[src/common/cdr_defines.svh]
// register offsets, field positions, reset values and lock figures
// included only by the acquisition controller, cdr_acq_ctl
`ifndef CDR_DEFINES_SVH
`define CDR_DEFINES_SVH
`define CDR_ADDR_LOOP    8'h10
`define CDR_ADDR_DETAIL  8'h13
`define CDR_ADDR_PHASE   8'h14
`define CDR_ADDR_SLICE   8'h15
`define CDR_ADDR_TRIM    8'h73
`define CDR_RST_LOOP     8'h04
`define CDR_RST_DETAIL   8'h82
`define CDR_RST_PHASE    8'h00
`define CDR_RST_SLICE    8'h40
`define CDR_EDGE_HI      4
`define CDR_EDGE_LO      3
`define CDR_BW_HI        2
`define CDR_SLEW_HI      1
`define CDR_ADAPT_BIT    7
`define CDR_PHASE_HI     3
`define CDR_SLICE_HI     6
`define CDR_EXT_BIT      7
`define CDR_EDGE_RISE    2'h1
`define CDR_EDGE_FALL    2'h2
`define CDR_SLICE_OFF    7'h00
`define CDR_SLICE_ZERO   8'h40
`define CDR_LOCK_PPM     250
`define CDR_UNLOCK_PPM   1000
`define CDR_PPM_SCALE    1000000
`define CDR_N_MIN        3'h0
`endif

[src/common/cdr_pkg.sv]
// types shared by the acquisition controller and its register port
// assumes cdr_defines.svh is on the include path
package cdr_pkg;
  // gray-coded along start -> measure -> track
  typedef enum logic [1:0] {
    st_start   = 2'b00,
    st_measure = 2'b01,
    st_track   = 2'b11
  } cdr_acq_state_t;
  typedef enum logic [2:0] {
    i2c_idle = 3'b000, i2c_addr = 3'b001, i2c_aack = 3'b011, i2c_wdata = 3'b010,
    i2c_wack = 3'b110, i2c_rdata = 3'b111, i2c_rack = 3'b101
  } cdr_i2c_state_t;
endpackage

[src/core/cdr_acq_ctl.sv]
// frequency acquisition, slice offset and phase-loop tuning of the cdr
// assumes tick and detector inputs are single-cycle pulses on clock_i
// Overview of operation
// - over 1000 ppm error raises loss of lock and restarts acquisition
// - each acquisition starts with oscillator at bottom and N equal one
// - sampling faster doubles N; data faster raises the oscillator
// - steps start large, shrink near target; lock flag drops within 250 ppm
// - once locked, frequency loop stops and phase loops pull the oscillator
// - threshold offset code is bits 6..0 of the threshold register
// - normal mode: 0 off, 1 lowest, 64 zero, 127 highest, linear
// - bit 7 set widens the threshold range six times
// - factory trimmed offset reads back as seven bits at 0x73
// - edge field 1 uses rising edges only, 2 falling edges only
// - slew field, default 2, sets delay-loop tracking (1+value)/4 UI
// - signed 4-bit field shifts sampling instant in 1/32 UI steps
// - bandwidth field defaults to 4, bandwidth scales by value/4
// - one phase detector drives both tracking loops at every N
`timescale 1ns/1ps
`include "cdr_defines.svh"
module cdr_acq_ctl import cdr_pkg::*; #(
  parameter int         CODE_W   = 10,
  parameter int         WIN_BITS = 14,
  parameter int         DLL_W    = 8,
  parameter logic [2:0] N_MAX    = 3'h7,
  // two-wire address value is arbitrary
  parameter logic [6:0] DEV_ADDR = 7'h40
) (
  // clock and reset
  input  wire logic              clock_i,
  input  wire logic              rst_i,
  input  wire logic              ce_i,
  // two-wire register port
  input  wire logic              scl_i,
  input  wire logic              sda_i,
  output logic                   sda_o,
  output logic                   sda_oe_o,
  // factory trim
  input  wire logic [6:0]        trim_offset_i,
  // frequency measurement
  input  wire logic              sample_tick_i,
  input  wire logic              data_tick_i,
  // shared binary phase detector
  input  wire logic              pd_early_i,
  input  wire logic              pd_late_i,
  input  wire logic              pd_rise_i,
  // acquisition outputs
  output logic                   loss_of_lock_flag_o,
  output logic [CODE_W-1:0]      controlled_oscillator_o,
  output logic [2:0]             div_exp_o,
  output logic                   fll_active_o,
  // tracking loop outputs
  output logic [DLL_W-1:0]       dll_phase_o,
  output logic [1:0]             edge_sel_o,
  output logic [1:0]             dll_slew_o,
  output logic signed [3:0]      sample_phase_o,
  output logic [2:0]             transfer_bandwidth_scale_o,
  // quantizer threshold outputs
  output logic                   slice_enable_o,
  output logic                   slice_extended_o,
  output logic signed [7:0]      slice_step_o,
  output logic                   adaptive_slice_o
);
  localparam int DW = WIN_BITS + 2;
  localparam logic [DW-1:0] LOCK_CNT =
    DW'((2 ** WIN_BITS) * `CDR_LOCK_PPM / `CDR_PPM_SCALE);
  localparam logic [DW-1:0] UNLOCK_CNT =
    DW'((2 ** WIN_BITS) * `CDR_UNLOCK_PPM / `CDR_PPM_SCALE);
  localparam logic [CODE_W-1:0] STEP_INIT = CODE_W'(2 ** (CODE_W - 2));
  localparam logic [CODE_W-1:0] CODE_MAX  = {CODE_W{1'b1}};

  // register file
  logic [7:0] loop_edge_and_bandwidth_reg;
  logic [7:0] loop_detail_config_reg;
  logic [7:0] sampling_instant_adjust_reg;
  logic [7:0] quantizer_threshold_control_reg;
  logic [7:0] trimmed_offset_readback_reg;
  logic [7:0] reg_addr;
  logic [7:0] reg_wdata;
  logic       reg_wr_stb;
  logic [7:0] reg_rdata;

  // acquisition
  cdr_acq_state_t    state_reg;
  logic [CODE_W-1:0] code_reg;
  logic [CODE_W-1:0] step_reg;
  logic [2:0]        div_exp_reg;
  logic              raised_reg;
  logic              lol_reg;
  logic              meas_start_reg;
  logic              meas_valid;
  logic signed [DW-1:0] meas_diff;
  logic [DW-1:0]     meas_abs;
  logic              pd_take;
  logic [CODE_W-1:0] pll_gain;
  logic [DLL_W-1:0]  dll_step;

  function automatic logic [7:0] reg_read(input logic [7:0] addr);
    case (addr)
      `CDR_ADDR_LOOP:   reg_read = loop_edge_and_bandwidth_reg;
      `CDR_ADDR_DETAIL: reg_read = loop_detail_config_reg;
      `CDR_ADDR_PHASE:  reg_read = sampling_instant_adjust_reg;
      `CDR_ADDR_SLICE:  reg_read = quantizer_threshold_control_reg;
      `CDR_ADDR_TRIM:   reg_read = trimmed_offset_readback_reg;
      default:          reg_read = 8'h00;
    endcase
  endfunction

  // phase errors counted on rising edges only for edge field 1, falling only for 2, both for 0 and 3
  function automatic logic edge_ok(input logic [1:0] sel, input logic rise);
    case (sel)
      `CDR_EDGE_RISE: edge_ok = rise;
      `CDR_EDGE_FALL: edge_ok = ~rise;
      default:        edge_ok = 1'b1;
    endcase
  endfunction

  assign reg_rdata = reg_read(reg_addr);
  assign meas_abs  = meas_diff[DW-1] ? DW'(-meas_diff) : DW'(meas_diff);

  cdr_i2c_slave #(
    .DEV_ADDR (DEV_ADDR)
  ) u_i2c (
    .clock_i    (clock_i),
    .rst_i      (rst_i),
    .ce_i       (ce_i),
    .scl_i      (scl_i),
    .sda_i      (sda_i),
    .sda_o      (sda_o),
    .sda_oe_o   (sda_oe_o),
    .reg_addr_o (reg_addr),
    .wdata_o    (reg_wdata),
    .wr_stb_o   (reg_wr_stb),
    .rdata_i    (reg_rdata)
  );

  cdr_freq_meter #(
    .WIN_BITS (WIN_BITS)
  ) u_meter (
    .clock_i       (clock_i),
    .rst_i         (rst_i),
    .ce_i          (ce_i),
    .start_i       (meas_start_reg),
    .sample_tick_i (sample_tick_i),
    .data_tick_i   (data_tick_i),
    .meas_valid_o  (meas_valid),
    .meas_diff_o   (meas_diff)
  );

  // software-written configuration
  always_ff @(posedge clock_i) begin
    if (rst_i) begin
      loop_edge_and_bandwidth_reg     <= `CDR_RST_LOOP;
      loop_detail_config_reg          <= `CDR_RST_DETAIL;
      sampling_instant_adjust_reg     <= `CDR_RST_PHASE;
      quantizer_threshold_control_reg <= `CDR_RST_SLICE;
    end else if (ce_i && reg_wr_stb) begin
      case (reg_addr)
        `CDR_ADDR_LOOP:   loop_edge_and_bandwidth_reg     <= reg_wdata;
        `CDR_ADDR_DETAIL: loop_detail_config_reg          <= reg_wdata;
        `CDR_ADDR_PHASE:  sampling_instant_adjust_reg     <= reg_wdata;
        `CDR_ADDR_SLICE:  quantizer_threshold_control_reg <= reg_wdata;
        default:          ;
      endcase
    end
  end

  always_ff @(posedge clock_i) begin
    if (rst_i)
      trimmed_offset_readback_reg <= 8'h00;
    else if (ce_i)
      trimmed_offset_readback_reg <= {1'b0, trim_offset_i};
  end

  always_ff @(posedge clock_i) begin
    if (rst_i) begin
      state_reg      <= st_start;
      code_reg       <= '0;
      step_reg       <= STEP_INIT;
      div_exp_reg    <= `CDR_N_MIN;
      raised_reg     <= 1'b0;
      lol_reg        <= 1'b1;
      meas_start_reg <= 1'b1;
    end else if (ce_i) begin
      meas_start_reg <= 1'b0;
      case (state_reg)
        st_start: begin
          code_reg       <= '0;
          step_reg       <= STEP_INIT;
          div_exp_reg    <= `CDR_N_MIN;
          raised_reg     <= 1'b0;
          lol_reg        <= 1'b1;
          meas_start_reg <= 1'b1;
          state_reg      <= st_measure;
        end
        st_measure: begin
          if (meas_valid) begin
            meas_start_reg <= 1'b1;
            if (meas_abs <= LOCK_CNT) begin
              lol_reg   <= 1'b0;
              state_reg <= st_track;
            end else if (!meas_diff[DW-1]) begin
              // overshoot backs off and halves the step
              if (raised_reg) begin
                code_reg <= code_reg - step_reg;
                if (step_reg > CODE_W'(1))
                  step_reg <= step_reg >> 1;
              end else if (div_exp_reg == N_MAX) begin
                state_reg <= st_start;
              end else begin
                div_exp_reg <= div_exp_reg + 3'h1;
              end
            end else if (code_reg > CODE_MAX - step_reg) begin
              // shrink before giving up
              if (step_reg > CODE_W'(1))
                step_reg <= step_reg >> 1;
              else
                state_reg <= st_start;
            end else begin
              code_reg   <= code_reg + step_reg;
              raised_reg <= 1'b1;
            end
          end
        end
        st_track: begin
          if (meas_valid && meas_abs > UNLOCK_CNT) begin
            lol_reg   <= 1'b1;
            state_reg <= st_start;
          end else if (pd_take && pd_late_i && !pd_early_i) begin
            code_reg <= (code_reg > CODE_MAX - pll_gain) ? CODE_MAX
                                                         : code_reg + pll_gain;
          end else if (pd_take && pd_early_i && !pd_late_i) begin
            code_reg <= (code_reg < pll_gain) ? '0 : code_reg - pll_gain;
          end
        end
        default: state_reg <= st_start;
      endcase
    end
  end

  assign pd_take = edge_ok(loop_edge_and_bandwidth_reg[`CDR_EDGE_HI:`CDR_EDGE_LO],
                           pd_rise_i);
  // integral gain follows bandwidth field; zero leaves loop open
  assign pll_gain = CODE_W'(loop_edge_and_bandwidth_reg[`CDR_BW_HI:0]);
  // delay-loop step is one plus slew
  assign dll_step = DLL_W'(loop_detail_config_reg[`CDR_SLEW_HI:0]) + DLL_W'(1);

  // same detector drives the delay loop at every division rate
  always_ff @(posedge clock_i) begin
    if (rst_i) begin
      dll_phase_o <= '0;
    end else if (ce_i && pd_take && (pd_early_i ^ pd_late_i)) begin
      // phase shifter has no end stops, so wrapping is intended
      if (pd_late_i)
        dll_phase_o <= dll_phase_o - dll_step;
      else
        dll_phase_o <= dll_phase_o + dll_step;
    end
  end

  // registered acquisition and tuning outputs
  always_ff @(posedge clock_i) begin
    if (rst_i) begin
      loss_of_lock_flag_o        <= 1'b1;
      controlled_oscillator_o    <= '0;
      div_exp_o                  <= `CDR_N_MIN;
      fll_active_o               <= 1'b1;
      edge_sel_o                 <= 2'(`CDR_RST_LOOP >> `CDR_EDGE_LO);
      dll_slew_o                 <= 2'(`CDR_RST_DETAIL);
      sample_phase_o             <= 4'(`CDR_RST_PHASE);
      transfer_bandwidth_scale_o <= 3'(`CDR_RST_LOOP);
    end else if (ce_i) begin
      loss_of_lock_flag_o        <= lol_reg;
      controlled_oscillator_o    <= code_reg;
      div_exp_o                  <= div_exp_reg;
      fll_active_o               <= (state_reg != st_track);
      edge_sel_o                 <= loop_edge_and_bandwidth_reg[`CDR_EDGE_HI:`CDR_EDGE_LO];
      dll_slew_o                 <= loop_detail_config_reg[`CDR_SLEW_HI:0];
      sample_phase_o             <= $signed(sampling_instant_adjust_reg[`CDR_PHASE_HI:0]);
      transfer_bandwidth_scale_o <= loop_edge_and_bandwidth_reg[`CDR_BW_HI:0];
    end
  end

  // quantizer threshold outputs
  always_ff @(posedge clock_i) begin
    if (rst_i) begin
      slice_enable_o   <= 1'b1;
      slice_extended_o <= 1'b0;
      slice_step_o     <= '0;
      adaptive_slice_o <= 1'b1;
    end else if (ce_i) begin
      // code zero disables, 64 is centre
      slice_enable_o <= (quantizer_threshold_control_reg[`CDR_SLICE_HI:0] != `CDR_SLICE_OFF);
      slice_step_o   <= $signed({1'b0, quantizer_threshold_control_reg[`CDR_SLICE_HI:0]})
                        - $signed(`CDR_SLICE_ZERO);
      slice_extended_o <= quantizer_threshold_control_reg[`CDR_EXT_BIT];
      // dc offset loop overrides manual code while enabled
      adaptive_slice_o <= loop_detail_config_reg[`CDR_ADAPT_BIT];
    end
  end
endmodule // cdr_acq_ctl

[src/core/cdr_freq_meter.sv]
// counts divided sampling ticks over a window of 2**WIN_BITS data ticks
// assumes both tick inputs are one-cycle pulses synchronous to clock_i
`timescale 1ns/1ps
module cdr_freq_meter import cdr_pkg::*; #(
  parameter int WIN_BITS = 14
) (
  // clock and reset
  input  wire logic                       clock_i,
  input  wire logic                       rst_i,
  input  wire logic                       ce_i,
  // measurement
  input  wire logic                       start_i,
  input  wire logic                       sample_tick_i,
  input  wire logic                       data_tick_i,
  output logic                            meas_valid_o,
  output logic signed [WIN_BITS+1:0]      meas_diff_o
);
  logic [WIN_BITS-1:0] data_cnt_reg;
  logic [WIN_BITS:0]   samp_cnt_reg;

  always_ff @(posedge clock_i) begin
    if (rst_i) begin
      data_cnt_reg <= '0;
      samp_cnt_reg <= '0;
      meas_valid_o <= 1'b0;
      meas_diff_o  <= '0;
    end else if (ce_i) begin
      meas_valid_o <= 1'b0;
      if (start_i) begin
        data_cnt_reg <= '0;
        samp_cnt_reg <= '0;
      end else begin
        // saturate so a far-too-fast oscillator still reads as fast
        if (sample_tick_i && !(&samp_cnt_reg))
          samp_cnt_reg <= samp_cnt_reg + 1'b1;
        if (data_tick_i) begin
          data_cnt_reg <= data_cnt_reg + 1'b1;
          if (&data_cnt_reg) begin
            meas_valid_o <= 1'b1;
            meas_diff_o  <= $signed({1'b0, samp_cnt_reg}) -
                            $signed({2'b01, {WIN_BITS{1'b0}}});
            samp_cnt_reg <= '0;
          end
        end
      end
    end
  end
endmodule // cdr_freq_meter

[src/core/cdr_i2c_slave.sv]
// two-wire slave: pointer byte, then auto-incremented writes or reads
// assumes scl_i and sda_i already synchronous and much slower than clock_i
`timescale 1ns/1ps
module cdr_i2c_slave import cdr_pkg::*; #(
  parameter logic [6:0] DEV_ADDR = 7'h40
) (
  // clock and reset
  input  wire logic       clock_i,
  input  wire logic       rst_i,
  input  wire logic       ce_i,
  // pins
  input  wire logic       scl_i,
  input  wire logic       sda_i,
  output logic            sda_o,
  output logic            sda_oe_o,
  // register side
  output logic [7:0]      reg_addr_o,
  output logic [7:0]      wdata_o,
  output logic            wr_stb_o,
  input  wire logic [7:0] rdata_i
);
  cdr_i2c_state_t state_reg;
  logic [7:0]     shift_reg;
  logic [2:0]     bit_reg;
  logic           scl_q, sda_q, rw_reg, ptr_reg, nack_reg, armed_reg;
  logic           scl_rise, scl_fall, start_c, stop_c;

  assign scl_rise = scl_i & ~scl_q;
  assign scl_fall = ~scl_i & scl_q;
  assign start_c  = scl_i & scl_q & sda_q & ~sda_i;
  assign stop_c   = scl_i & scl_q & ~sda_q & sda_i;

  always_ff @(posedge clock_i) begin
    if (rst_i) begin
      scl_q <= 1'b1;
      sda_q <= 1'b1;
    end else if (ce_i) begin
      scl_q <= scl_i;
      sda_q <= sda_i;
    end
  end

  always_ff @(posedge clock_i) begin
    if (rst_i) begin
      state_reg <= i2c_idle;
      {shift_reg, bit_reg, rw_reg, ptr_reg, nack_reg, armed_reg} <= '0;
      {reg_addr_o, wdata_o, wr_stb_o, sda_o, sda_oe_o} <= '0;
    end else if (ce_i) begin
      wr_stb_o <= 1'b0;
      sda_o    <= 1'b0;
      if (start_c) begin
        state_reg <= i2c_addr;
        bit_reg   <= '0;
        armed_reg <= 1'b0;
        sda_oe_o  <= 1'b0;
      end else if (stop_c) begin
        state_reg <= i2c_idle;
        sda_oe_o  <= 1'b0;
      end else if (scl_rise) begin
        armed_reg <= 1'b1;
        if (state_reg == i2c_addr || state_reg == i2c_wdata)
          shift_reg <= {shift_reg[6:0], sda_i};
        if (state_reg == i2c_rack)
          nack_reg <= sda_i;
      end else if (scl_fall) begin
        case (state_reg)
          // the fall closing a start carries no bit
          i2c_addr: if (armed_reg) begin
            bit_reg <= bit_reg + 1'b1;
            if (&bit_reg) begin
              state_reg <= (shift_reg[7:1] == DEV_ADDR) ? i2c_aack : i2c_idle;
              sda_oe_o  <= (shift_reg[7:1] == DEV_ADDR);
              rw_reg    <= shift_reg[0];
            end
          end
          i2c_aack, i2c_wack: begin
            bit_reg  <= '0;
            ptr_reg  <= (state_reg == i2c_aack) | ptr_reg;
            sda_oe_o <= 1'b0;
            state_reg <= i2c_wdata;
            if (rw_reg) begin
              state_reg <= i2c_rdata;
              shift_reg <= rdata_i;
              sda_oe_o  <= ~rdata_i[7];
            end
          end
          i2c_wdata: begin
            bit_reg <= bit_reg + 1'b1;
            if (&bit_reg) begin
              state_reg <= i2c_wack;
              sda_oe_o  <= 1'b1;
              ptr_reg   <= 1'b0;
              if (ptr_reg)
                reg_addr_o <= shift_reg;
              else begin
                wdata_o  <= shift_reg;
                wr_stb_o <= 1'b1;
              end
            end
          end
          i2c_rdata: begin
            bit_reg   <= bit_reg + 1'b1;
            shift_reg <= {shift_reg[6:0], 1'b0};
            sda_oe_o  <= ~shift_reg[6] & ~(&bit_reg);
            if (&bit_reg) begin
              state_reg  <= i2c_rack;
              reg_addr_o <= reg_addr_o + 1'b1;
            end
          end
          i2c_rack: begin
            state_reg <= nack_reg ? i2c_idle : i2c_aack;
          end
          default: state_reg <= i2c_idle;
        endcase
      end
      // write pointer advances after each stored data byte
      if (wr_stb_o)
        reg_addr_o <= reg_addr_o + 1'b1;
    end
  end
endmodule // cdr_i2c_slave

[config.mk]
export PLATFORM = sky130hd
export DESIGN_NAME = cdr_acq_ctl
export DESIGN_NICKNAME = d
export VERILOG_FILES = /design/src/common/cdr_pkg.sv /design/src/core/cdr_acq_ctl.sv /design/src/core/cdr_freq_meter.sv /design/src/core/cdr_i2c_slave.sv
export VERILOG_INCLUDE_DIRS = /design/src /design/src/common
export SDC_FILE = /design/constraint.sdc
export NUM_CORES = 1
export LEC_CHECK = 0
export BUFFER_PORTS_ARGS = -buffer_cell sky130_fd_sc_hd__buf_2
export CAP_MARGIN = 20
export CORE_AREA = 2 2 146 148
export DETAILED_ROUTE_END_ITERATION = 8
export DIE_AREA = 0 0 148 150
export GPL_TIMING_DRIVEN = 0
export PLACE_DENSITY = 0.81
export RECOVER_POWER = 100
export SLEW_MARGIN = 20
export SYNTH_ARGS = -nofsm -noshare
export SYNTH_HDL_FRONTEND = slang
export SYNTH_SLANG_ARGS = --single-unit
[constraint.sdc]
create_clock -name clock_i -period 9 [get_ports clock_i]
set_clock_uncertainty 0.2 [all_clocks]
set_input_delay 1.35 -clock clock_i [delete_from_list [all_inputs] [get_ports clock_i]]
set_output_delay 1.35 -clock clock_i [all_outputs]
set_load 0.005 [all_outputs]
==> results of run 1 <==
## through the flow
step | util (%) | hold WS (ns)
floorplan | - | 0.251
global placement | 55.4 | 0.262
detailed placement | 55.4 | 0.270
CTS | 58.4 | 0.284
global route | 57.9 | 0.304
finish | 57.9 | 0.286
## worst paths after layout
path,end,start,cells after the start
setup / recovery,code_reg[9],u_meter.meas_diff_o[14],12
hold / removal,u_i2c.sda_oe_o,u_i2c.sda_oe_o,2
setup reg to reg,code_reg[9],u_meter.meas_diff_o[14],12
hold reg to reg,u_i2c.sda_oe_o,u_i2c.sda_oe_o,2
## worst register-to-register path, cell delays in order (launching register included)
cell      delay [ns]
dfxtp_1         0.49
clkbuf_1        0.34
clkbuf_1        0.44
clkbuf_1        0.45
mux2_1          0.42
ha_1            0.29
a21oi_1         0.20
o221ai_1        0.18
o41ai_1         0.43
o21ai_0         0.26
xnor2_1         0.28
a21oi_1         0.10
o22ai_1         0.16
## cells by family (layout without fill, tap and decap cells)
family	after synthesis	after routing	synth area share, %
XOR/XNOR	33	33	2.67
AND/OR/NAND/NOR	536	536	23.5
AO/OA/AOI/OAI	290	290	17.6
other	1	1	0.0347
buffers and inverters	124	217	4.69
flip-flops	193	193	35.7
multiplexers	101	101	9.41
adder cells (fa/ha/maj)	53	53	6.39
## cell type report
| type | instances | area share (%) |
|---|---|---|
| Multi-Input combinational cell | 1014 | 53.3 |
| Tap cell | 275 | 2.87 |
| Buffer | 80 | 2.70 |
| Clock inverter | 15 | 1.70 |
| Clock buffer | 17 | 3.55 |
| Sequential cell | 193 | 32.2 |
| Inverter | 44 | 1.38 |
| Timing Repair Buffer | 61 | 2.23 |
## metal layers
metal	GRT usage (%)	vias up
met3	4.66	89
met1	35.0	4794
li1	-	4859
met5	0	-
met2	44.1	454
met4	11.2	0
## power by group through the flow
stage          combinational, mW  clock [mW]  sequential (mW)
2_1_floorplan              0.142           0            0.900
3_3_place_gp               0.192           0            0.905
3_5_place_dp               0.196           0            0.905
4_1_cts                    0.198       0.817            0.885
5_1_grt                    0.216       0.851            0.887
6_report                   0.197       0.815            0.886
## synth_stat cells, drive strengths merged (4+ instances only)
| cell type | number |
|---|---|
| clkbuf | 64 |
| mux2 | 5 |
| nor2b | 22 |
| ha | 48 |
| o221ai | 6 |
| a21oi | 107 |
| a22oi | 15 |
| nand2b | 24 |
| and2 | 7 |
| dfxtp | 193 |
| a221o | 5 |
| and4 | 5 |
| nand2 | 131 |
| or2 | 11 |
| a31oi | 14 |
| o211ai | 4 |
| fa | 4 |
| inv | 44 |
| mux2i | 96 |
| nand3 | 38 |
| o22ai | 6 |
| nor3 | 37 |
| o21ai | 52 |
| or3 | 12 |
| buf | 16 |
| a311oi | 9 |
| nor2 | 196 |
| a221oi | 4 |
| nand3b | 4 |
| o31ai | 4 |
| a211o | 15 |
| xor2 | 17 |
| and3 | 16 |
| o221a | 5 |
| o21a | 7 |
| nand4 | 11 |
| nor4 | 9 |
| a211oi | 17 |
| nor4b | 4 |
| xnor2 | 16 |
==> flow_results.org, run 1 <==
** Routing
- After detailed routing, the met3 layer carries roughly 2.2 mm of wire.
- For this block, wires on met1 add up to roughly 13 mm.
- Dividing the detail-routed via count by the number of cells gives ~6.0.
- After detailed routing, the total wire length is between 20 and 30 mm.
- Met2 layer wire length in the routed design :: 13.7 mm
- Routed vias :: 10200
- After the first detailed-routing iteration, the DRC count stood at roughly 1100.
- Uppermost layer routed :: met4
- The count of nets left with antenna violations once routing finished came out at 0.
- For this run, the detailed router's first-pass iteration total came to 6.
- Dividing the detail-routed wire length by the instance count gives between 15 and 20 µm.
- For this run, design rule violations remaining after detail routing come to 0.

** Placed design
- Routability-driven placement finished with a final weighted congestion of ~0.94.
- HPWL after detailed placement :: ~21 mm
- Placed cell count :: between 1500 and 2000
- # port buffers :: 61
- Placed cell areas :: approximately 11000 µm²
- Worst slack at placement :: between 4 and 5 ns

** Synth
- Post-synth top area cell :: dfxtp_1
- Yosys top cell area share :: between 30% and 40%
- Dominant register cell in the synthesized netlist :: dfxtp_1
- Yosys warning count :: 0
- Sequential elements use a little over a third of the synthesized area.
- Synthesis inferred roughly 190 register bits.
- Proportion of synthesized flip-flops having asynchronous set or reset :: 0%
- Number of cells produced by synthesis :: ~1300
- In this run, synthesis inferred 0 flip-flops with an integrated enable.
- Post-Syn Area :: roughly 11000 µm²
- Yosys attributes the largest share of cell area to dfxtp_1 (36%), mux2i_1 (8.9%), nor2_1 (6.8%), ha_1 (5.6%), a21oi_1 (5.0%).
- Mean post-synth cell area :: roughly 8.1 µm²
- In this run, distinct cell masters in the synthesized netlist total 80.
- Number of nets in the synthesized netlist :: 1400

** Critical path
- The cell that appears most often on the critical path is clkbuf_1.
- Slowest CP cell :: dfxtp_1
- Worst-case register-to-register setup slack :: around 4.7 ns
- For this run, the slowest stage of the critical path takes about 0.5 ns.
- Kind of end point of the critical path :: flop
- Data required, critical path :: ~9.2 ns
- Number of buffers and inverters on the critical path :: 3
- STA classifies the critical path startpoint as a flop.
- The critical path in this run is classified as reg2reg.
- Kind of cell adding the most delay to the critical path :: compound AO/OA/AOI/OAI gates
- STA puts the critical path data arrival time at 4.47 ns.
- Critical path cell sequence :: clkbuf_1 > clkbuf_1 > clkbuf_1 > mux2_1 > ha_1 > a21oi_1 > o221ai_1 > o41ai_1 > o21ai_0 > xnor2_1 > a21oi_1 > o22ai_1
- Of all nets on the critical path, the largest fanout is 10.

** Layout
- Net count reported at finish :: 1480
- Area growth syn-to-layout :: 10.9%
- Sequential cell area :: between 3000 and 4000 µm²
- Non-filler instance count after layout :: roughly 1700
- Total non-filler cell area in the finished layout :: 12000 µm²
- In the final layout, the multi-input gates occupy ~6400 µm².
- # fillers :: 1845
- The repair_antennas step left the layout with diodes totalling 0.
- Commonest cells after routing, fill and taps aside :: nor2_1 (195), dfxtp_1 (193), nand2_1 (131)
- Share of final-layout standard cells stronger than drive strength 1 :: 6.53%
- Most frequent standard cell in the layout excluding fill and tap cells :: nor2_1

** CTS
- After clock tree synthesis, the clock-pin slew on the worst setup and hold paths is roughly 0.080 ns.
- Number of gates resized after CTS :: 0
- Sinks on the clock net :: roughly 190
- The longest clock path from root to sink contains 2 buffers.
- The later pin in the worst-skew pair is clocked with a latency of about 0.45 ns.
- CTS Hold Bufs :: 0
- Post-CTS setup buffer count :: 0
- TritonCTS built the clock tree.
- Clock tree synthesis selected as its root buffer the cell clkbuf_16.
- Number of clock buffers inserted by TritonCTS :: 17
- The H-tree was split into 4 levels.

** Floorplanning
- The floorplan step defined a core boundary enclosing about 21000 µm².
- Overall die width :: 148 µm
- Area of the die :: between 20000 and 25000 µm²
- Measured along the y axis, the die boundary spans ~150 µm.
- During I/O placement, the number of pins put on the boundary was 64.
- Starting Density :: about 52%
- The initialized floorplan defines between 50 and 60 standard-cell rows.

** Timing
- Measured against its own limit, the worst slew margin works out to -17.6%.
- Worst Tran Pin Value :: about 1.7 ns
- Setup repair after global routing missed its margin :: false
- The number of max-slew violations in the final report was 19.
- Fmax :: 0.233 GHz
- In the post-route analysis, the smallest setup slack over all paths is around 4.7 ns.
- The worst path uses a little under half of the clock period.
- The number of hold violations in the final report is 0.
- Total of endpoints with negative setup slack in the final report :: 0
- Setup TNS :: 0 ns
- Final period demand of the worst path :: 4.30 ns

** Power
- Maximum VDD drop :: 0.151 mV
- Overall power consumption after layout is estimated at ~1.9 mW.
- Share of total power in combinational logic :: 10.4%
- Switching power share of the total :: 27.0%
- Sequential cells account for a little under half of the total power.
- Total internal power :: ~1.4 mW
- Pleak :: ~4.6 nW
- P per Cell Area :: 158 nW/µm²
- Net switching power figure :: 0.512 mW
- Clock network fraction of total power :: 42.9%

** Global route
- Via count of the first global-routing pass :: slightly above 9000
- GRT Resource Usage Total :: 26.9%
- Initial antenna violation count :: 0
- Total grt overflow :: 0
- The first global-routing pass estimated roughly 48 mm of wire.
- Pin count of the biggest net entering global routing :: 19

** Run status
- Run status :: finished, violations left
- The final reports fail on max-capacitance violations, max-slew violations.

** Flow run
- Max-Cap Viols :: 2

** Hold path
- Class of the tightest hold or removal check :: reg2reg
(Power assumes the default switching activity.)
==> run 2, diff against run 1 <==
--- a/config.mk
+++ b/config.mk
@@ -6,11 +6,12 @@
 export SDC_FILE = /design/constraint.sdc
 export NUM_CORES = 1
 export LEC_CHECK = 0
+export ABC_AREA = 1
 export BUFFER_PORTS_ARGS = -buffer_cell sky130_fd_sc_hd__buf_2
 export CAP_MARGIN = 20
-export CORE_AREA = 2 2 146 148
+export CORE_AREA = 2 2 148 150
 export DETAILED_ROUTE_END_ITERATION = 8
-export DIE_AREA = 0 0 148 150
+export DIE_AREA = 0 0 150 152
 export GPL_TIMING_DRIVEN = 0
 export PLACE_DENSITY = 0.81
 export RECOVER_POWER = 100
==> constraint.sdc (replaced) <==
create_clock -name clock_i -period 4 [get_ports clock_i]
set_clock_uncertainty 0.2 [all_clocks]
set_input_delay 0.6 -clock clock_i [delete_from_list [all_inputs] [get_ports clock_i]]
set_output_delay 0.6 -clock clock_i [all_outputs]
set_load 0.005 [all_outputs]
==> flow_results.org, run 2 <==
** Layout
- Area growth syn-to-layout :: 9.75%
- Most frequent standard cell in the layout excluding fill and tap cells :: nand2_1
- Commonest cells after routing, fill and taps aside :: nand2_1 (278), inv_1 (204), dfxtp_1 (193)
- Excluding fillers, the count of instances in the completed layout stands at 1950.
- Antenna diode count :: 0
- Of the cells placed in the final design, the portion with a size suffix greater than 1 is 8.08%.
- After the last flow step, the layout net total stands at ~1700.

** Global route
- Via count of the first global-routing pass :: between 10000 and 15000
- Entering global routing, the biggest net connects 23 pins.
- The first global-routing pass estimated 53.4 mm of wire.
- The number of antenna violations at the first check in global routing is 0.
- Total grt overflow :: 0
- For this run, the total global-route usage over all layers was measured as 29.1%.

** CTS
- The tree is rooted in a clkbuf_16.
- Clock-pin slew was measured on the worst setup and hold paths at around 0.08 ns.
- CTS tree :: built
- After clock tree synthesis, the flow added hold-fix buffers numbering 0.
- Clock Tree Buf Depth :: 2
- The H-tree generated during clock tree synthesis spans 4 levels.
- The clock reaches the later pin of the worst-skew pair after 0.45 ns.
- The number of gates resized after CTS was 0.
- The number of clock buffers added by TritonCTS is 17.
- Counting every sink on the clock net gives 193.
- Post-CTS timing repair inserted 0 buffers for setup.

** Power
- Dividing total power by cell area gives a power density of just under 400 nW/µm².
- Pleak :: just over 5 nW
- Maximum VDD drop :: around 0.28 mV

** Routing
- Dividing the detail-routed wire length by the instance count gives 17.1 µm.
- Wires add up to 33.3 mm.
- In this run, the number of DRC markers left after iteration 0 of detailed routing was 1157.
- The routed layout has approximately 11000 vias.
- Final antenna-violating net count :: 0
- After detailed routing, the number of remaining DRC violations is 0.
- Initial DRT Pass Iterations :: 8
- In the routed layout, each cell is associated on average with a via count of approximately 5.8.

** Synth
- Most frequent cell after synthesis :: nand2_1
- Summed over all instances, the cell type with the most area after synthesis is dfxtp_1.
- Cell types with the largest area share after synthesis :: dfxtp_1 (35%), nand2_1 (9.4%), a21oi_1 (8.1%), o21ai_0 (7.3%), inv_1 (6.7%)
- Number of cells produced by synthesis :: ~1600
- Among all flip-flop cells after synthesis, the most frequent one is dfxtp_1.
- Counting distinct cell types in the post-synthesis netlist gives between 60 and 70.
- Yosys mapped a number of flops with a built-in enable equal to 0.
- The mapped netlist covers around 11000 µm².
- Yosys top cell area share :: 34.9%
- Register area share after synthesis :: approximately a third
- The Yosys step of the flow raised 0 warnings.
- Dividing the synthesized area by the synthesized cell count gives 7.03 µm².
- The number of nets in the synthesized netlist is 1645.
- Number of storage elements in the synthesis netlist :: between 150 and 200
- Proportion of synthesized flip-flops having asynchronous set or reset :: 0%
- Top post-synthesis cells by count :: nand2_1 (276), inv_1 (197), dfxtp_1 (193)

** Critical path
- Worst reg2reg path depth :: 7
- Data required, critical path :: 4.18 ns
- The endpoint identified for the worst register-to-register timing path is loop_edge_and_bandwidth_reg[0].
- Along the worst path, the maximum fanout reaches 10.
- The critical path is of the reg2reg type.
- For flop-to-flop paths, the worst setup slack is about 0.46 ns.
- Kind of end point of the critical path :: flop
- Origin of the worst setup path :: u_i2c.reg_addr_o[4]
- Signal arrival time at the worst endpoint :: about 3.7 ns
- Worst reg2reg startpoint :: u_i2c.reg_addr_o[4]
- Worst setup path endpoint :: loop_edge_and_bandwidth_reg[0]
- Startpoint type of the worst setup path :: flop

** Timing
- Final worst path period share :: between 80% and 90%
- Total of endpoints with negative setup slack in the final report :: 0
- Setup repair after global routing left no endpoint under its margin.
- Static timing analysis puts the maximum clock frequency at between 0.2 and 0.3 GHz.
- Number of endpoints with negative hold slack in the final report :: 0
- The clock period could shrink to between 3 and 4 ns.
- Final Max Slew Viols :: 0
- At the pin with the least slew margin, the transition time is around 1.1 ns.
- Headroom to the max-slew limit :: around 30%
- For the final routed database, the setup TNS stands at 0 ns.

** Floorplanning
- Area of the die :: approximately 23000 µm²
- In this run the vertical extent of the chip is around 150 µm.
- The core region is 21400 µm².
- Pin placement for this block handled 64 I/O pins.
- The floorplan has 54 rows.
- From left edge to right edge, the die measures 150 µm.
- The initial utilization of the core area, before any placement, comes to between 50% and 60%.

** Hold path
- In this run the worst hold path is classified as in2reg.

** Placed design
- Summed over all nets, the half-perimeter wirelength after detailed placement is approximately 25 mm.
- Final weighted congestion of routability-driven global placement :: approximately 0.94
- # port buffers :: 62
- Placed cell count :: 1918

** Run status
- Run status :: finished, final reports clean

** Flow run
- Max-cap violations in this run came to 0.
run 2: final cells by class:
cell class,instances,area [µm²]
Fill cell,2067,9190
Buffer,57,277
Clock inverter,15,195
Tap cell,280,350
Sequential cell,193,3860
Inverter,211,795
Timing Repair Buffer,62,280
Clock buffer,17,425
Multi-Input combinational cell,1115,5970
run 2: power by group:
group	switching [mW]	total [mW]	internal, mW
clock	0.924	1.79	0.865
sequential	0.0774	2.07	2.00
combinational	0.590	0.894	0.304
total	1.59	4.76	3.16
run 2: cells by family (layout without fill, tap and decap cells):
group | Yosys count | count (layout) | share of synthesized area (%)
adders and majority gates | 52 | 52 | 6.14
DFF | 193 | 193 | 34.9
xor gates and xnor gates | 26 | 26 | 2.06
and+or+nand+nor | 587 | 587 | 24.1
AOI/OAI and AO/OA | 449 | 449 | 22.9
buffers and inverters | 268 | 362 | 9.91
other | 1 | 1 | 0.0339
run 2: worst min path at each step:
stage | startpoint | to | slack [ns] | cells after the start
after floorplan | u_meter.samp_cnt_reg[14] | u_meter.meas_diff_o[14] | 0.22 | 1
after detailed placement | lol_reg | lol_reg | 0.25 | 2
after CTS | trim_offset_i[5] | trimmed_offset_readback_reg[5] | 0.23 | 3
final | trim_offset_i[5] | trimmed_offset_readback_reg[5] | 0.24 | 3
after global placement | sampling_instant_adjust_reg[5] | sampling_instant_adjust_reg[5] | 0.25 | 2
after global routing | trim_offset_i[0] | trimmed_offset_readback_reg[0] | 0.27 | 3
run 2: metrics by stage:
stage	setup slack [ns]	area (µm²)	power, mW	utilization, %	hold slack, ns
5_1_grt	0.352	12200	4.95	56.9	0.266
3_5_place_dp	0.893	11700	3.01	55.0	0.252
3_3_place_gp	0.936	11700	2.99	55.0	0.249
4_1_cts	0.921	12400	4.77	57.9	0.232
6_report	0.461	12200	4.76	56.9	0.236
2_1_floorplan	1.49	11100	2.76	-	0.222
run 2: layer usage:
metal / vias up / wire (µm) / GRT usage, %
li1: 5450 / - / -
met3: 109 / 2740 / 4.74
met5: - / 0 / 0
met4: 0 / 1410 / 12.9
met2: 566 / 15400 / 48.0
met1: 5202 / 13700 / 37.5
run 2: critical path, cell delays in order, from the launching register on:
cell      delay [ns]
dfxtp_1         0.38
inv_1           0.11
nor4_1          0.80
nand3_1         0.52
nor2_1          0.61
clkbuf_1        0.49
o21ai_0         0.16
a21oi_1         0.18
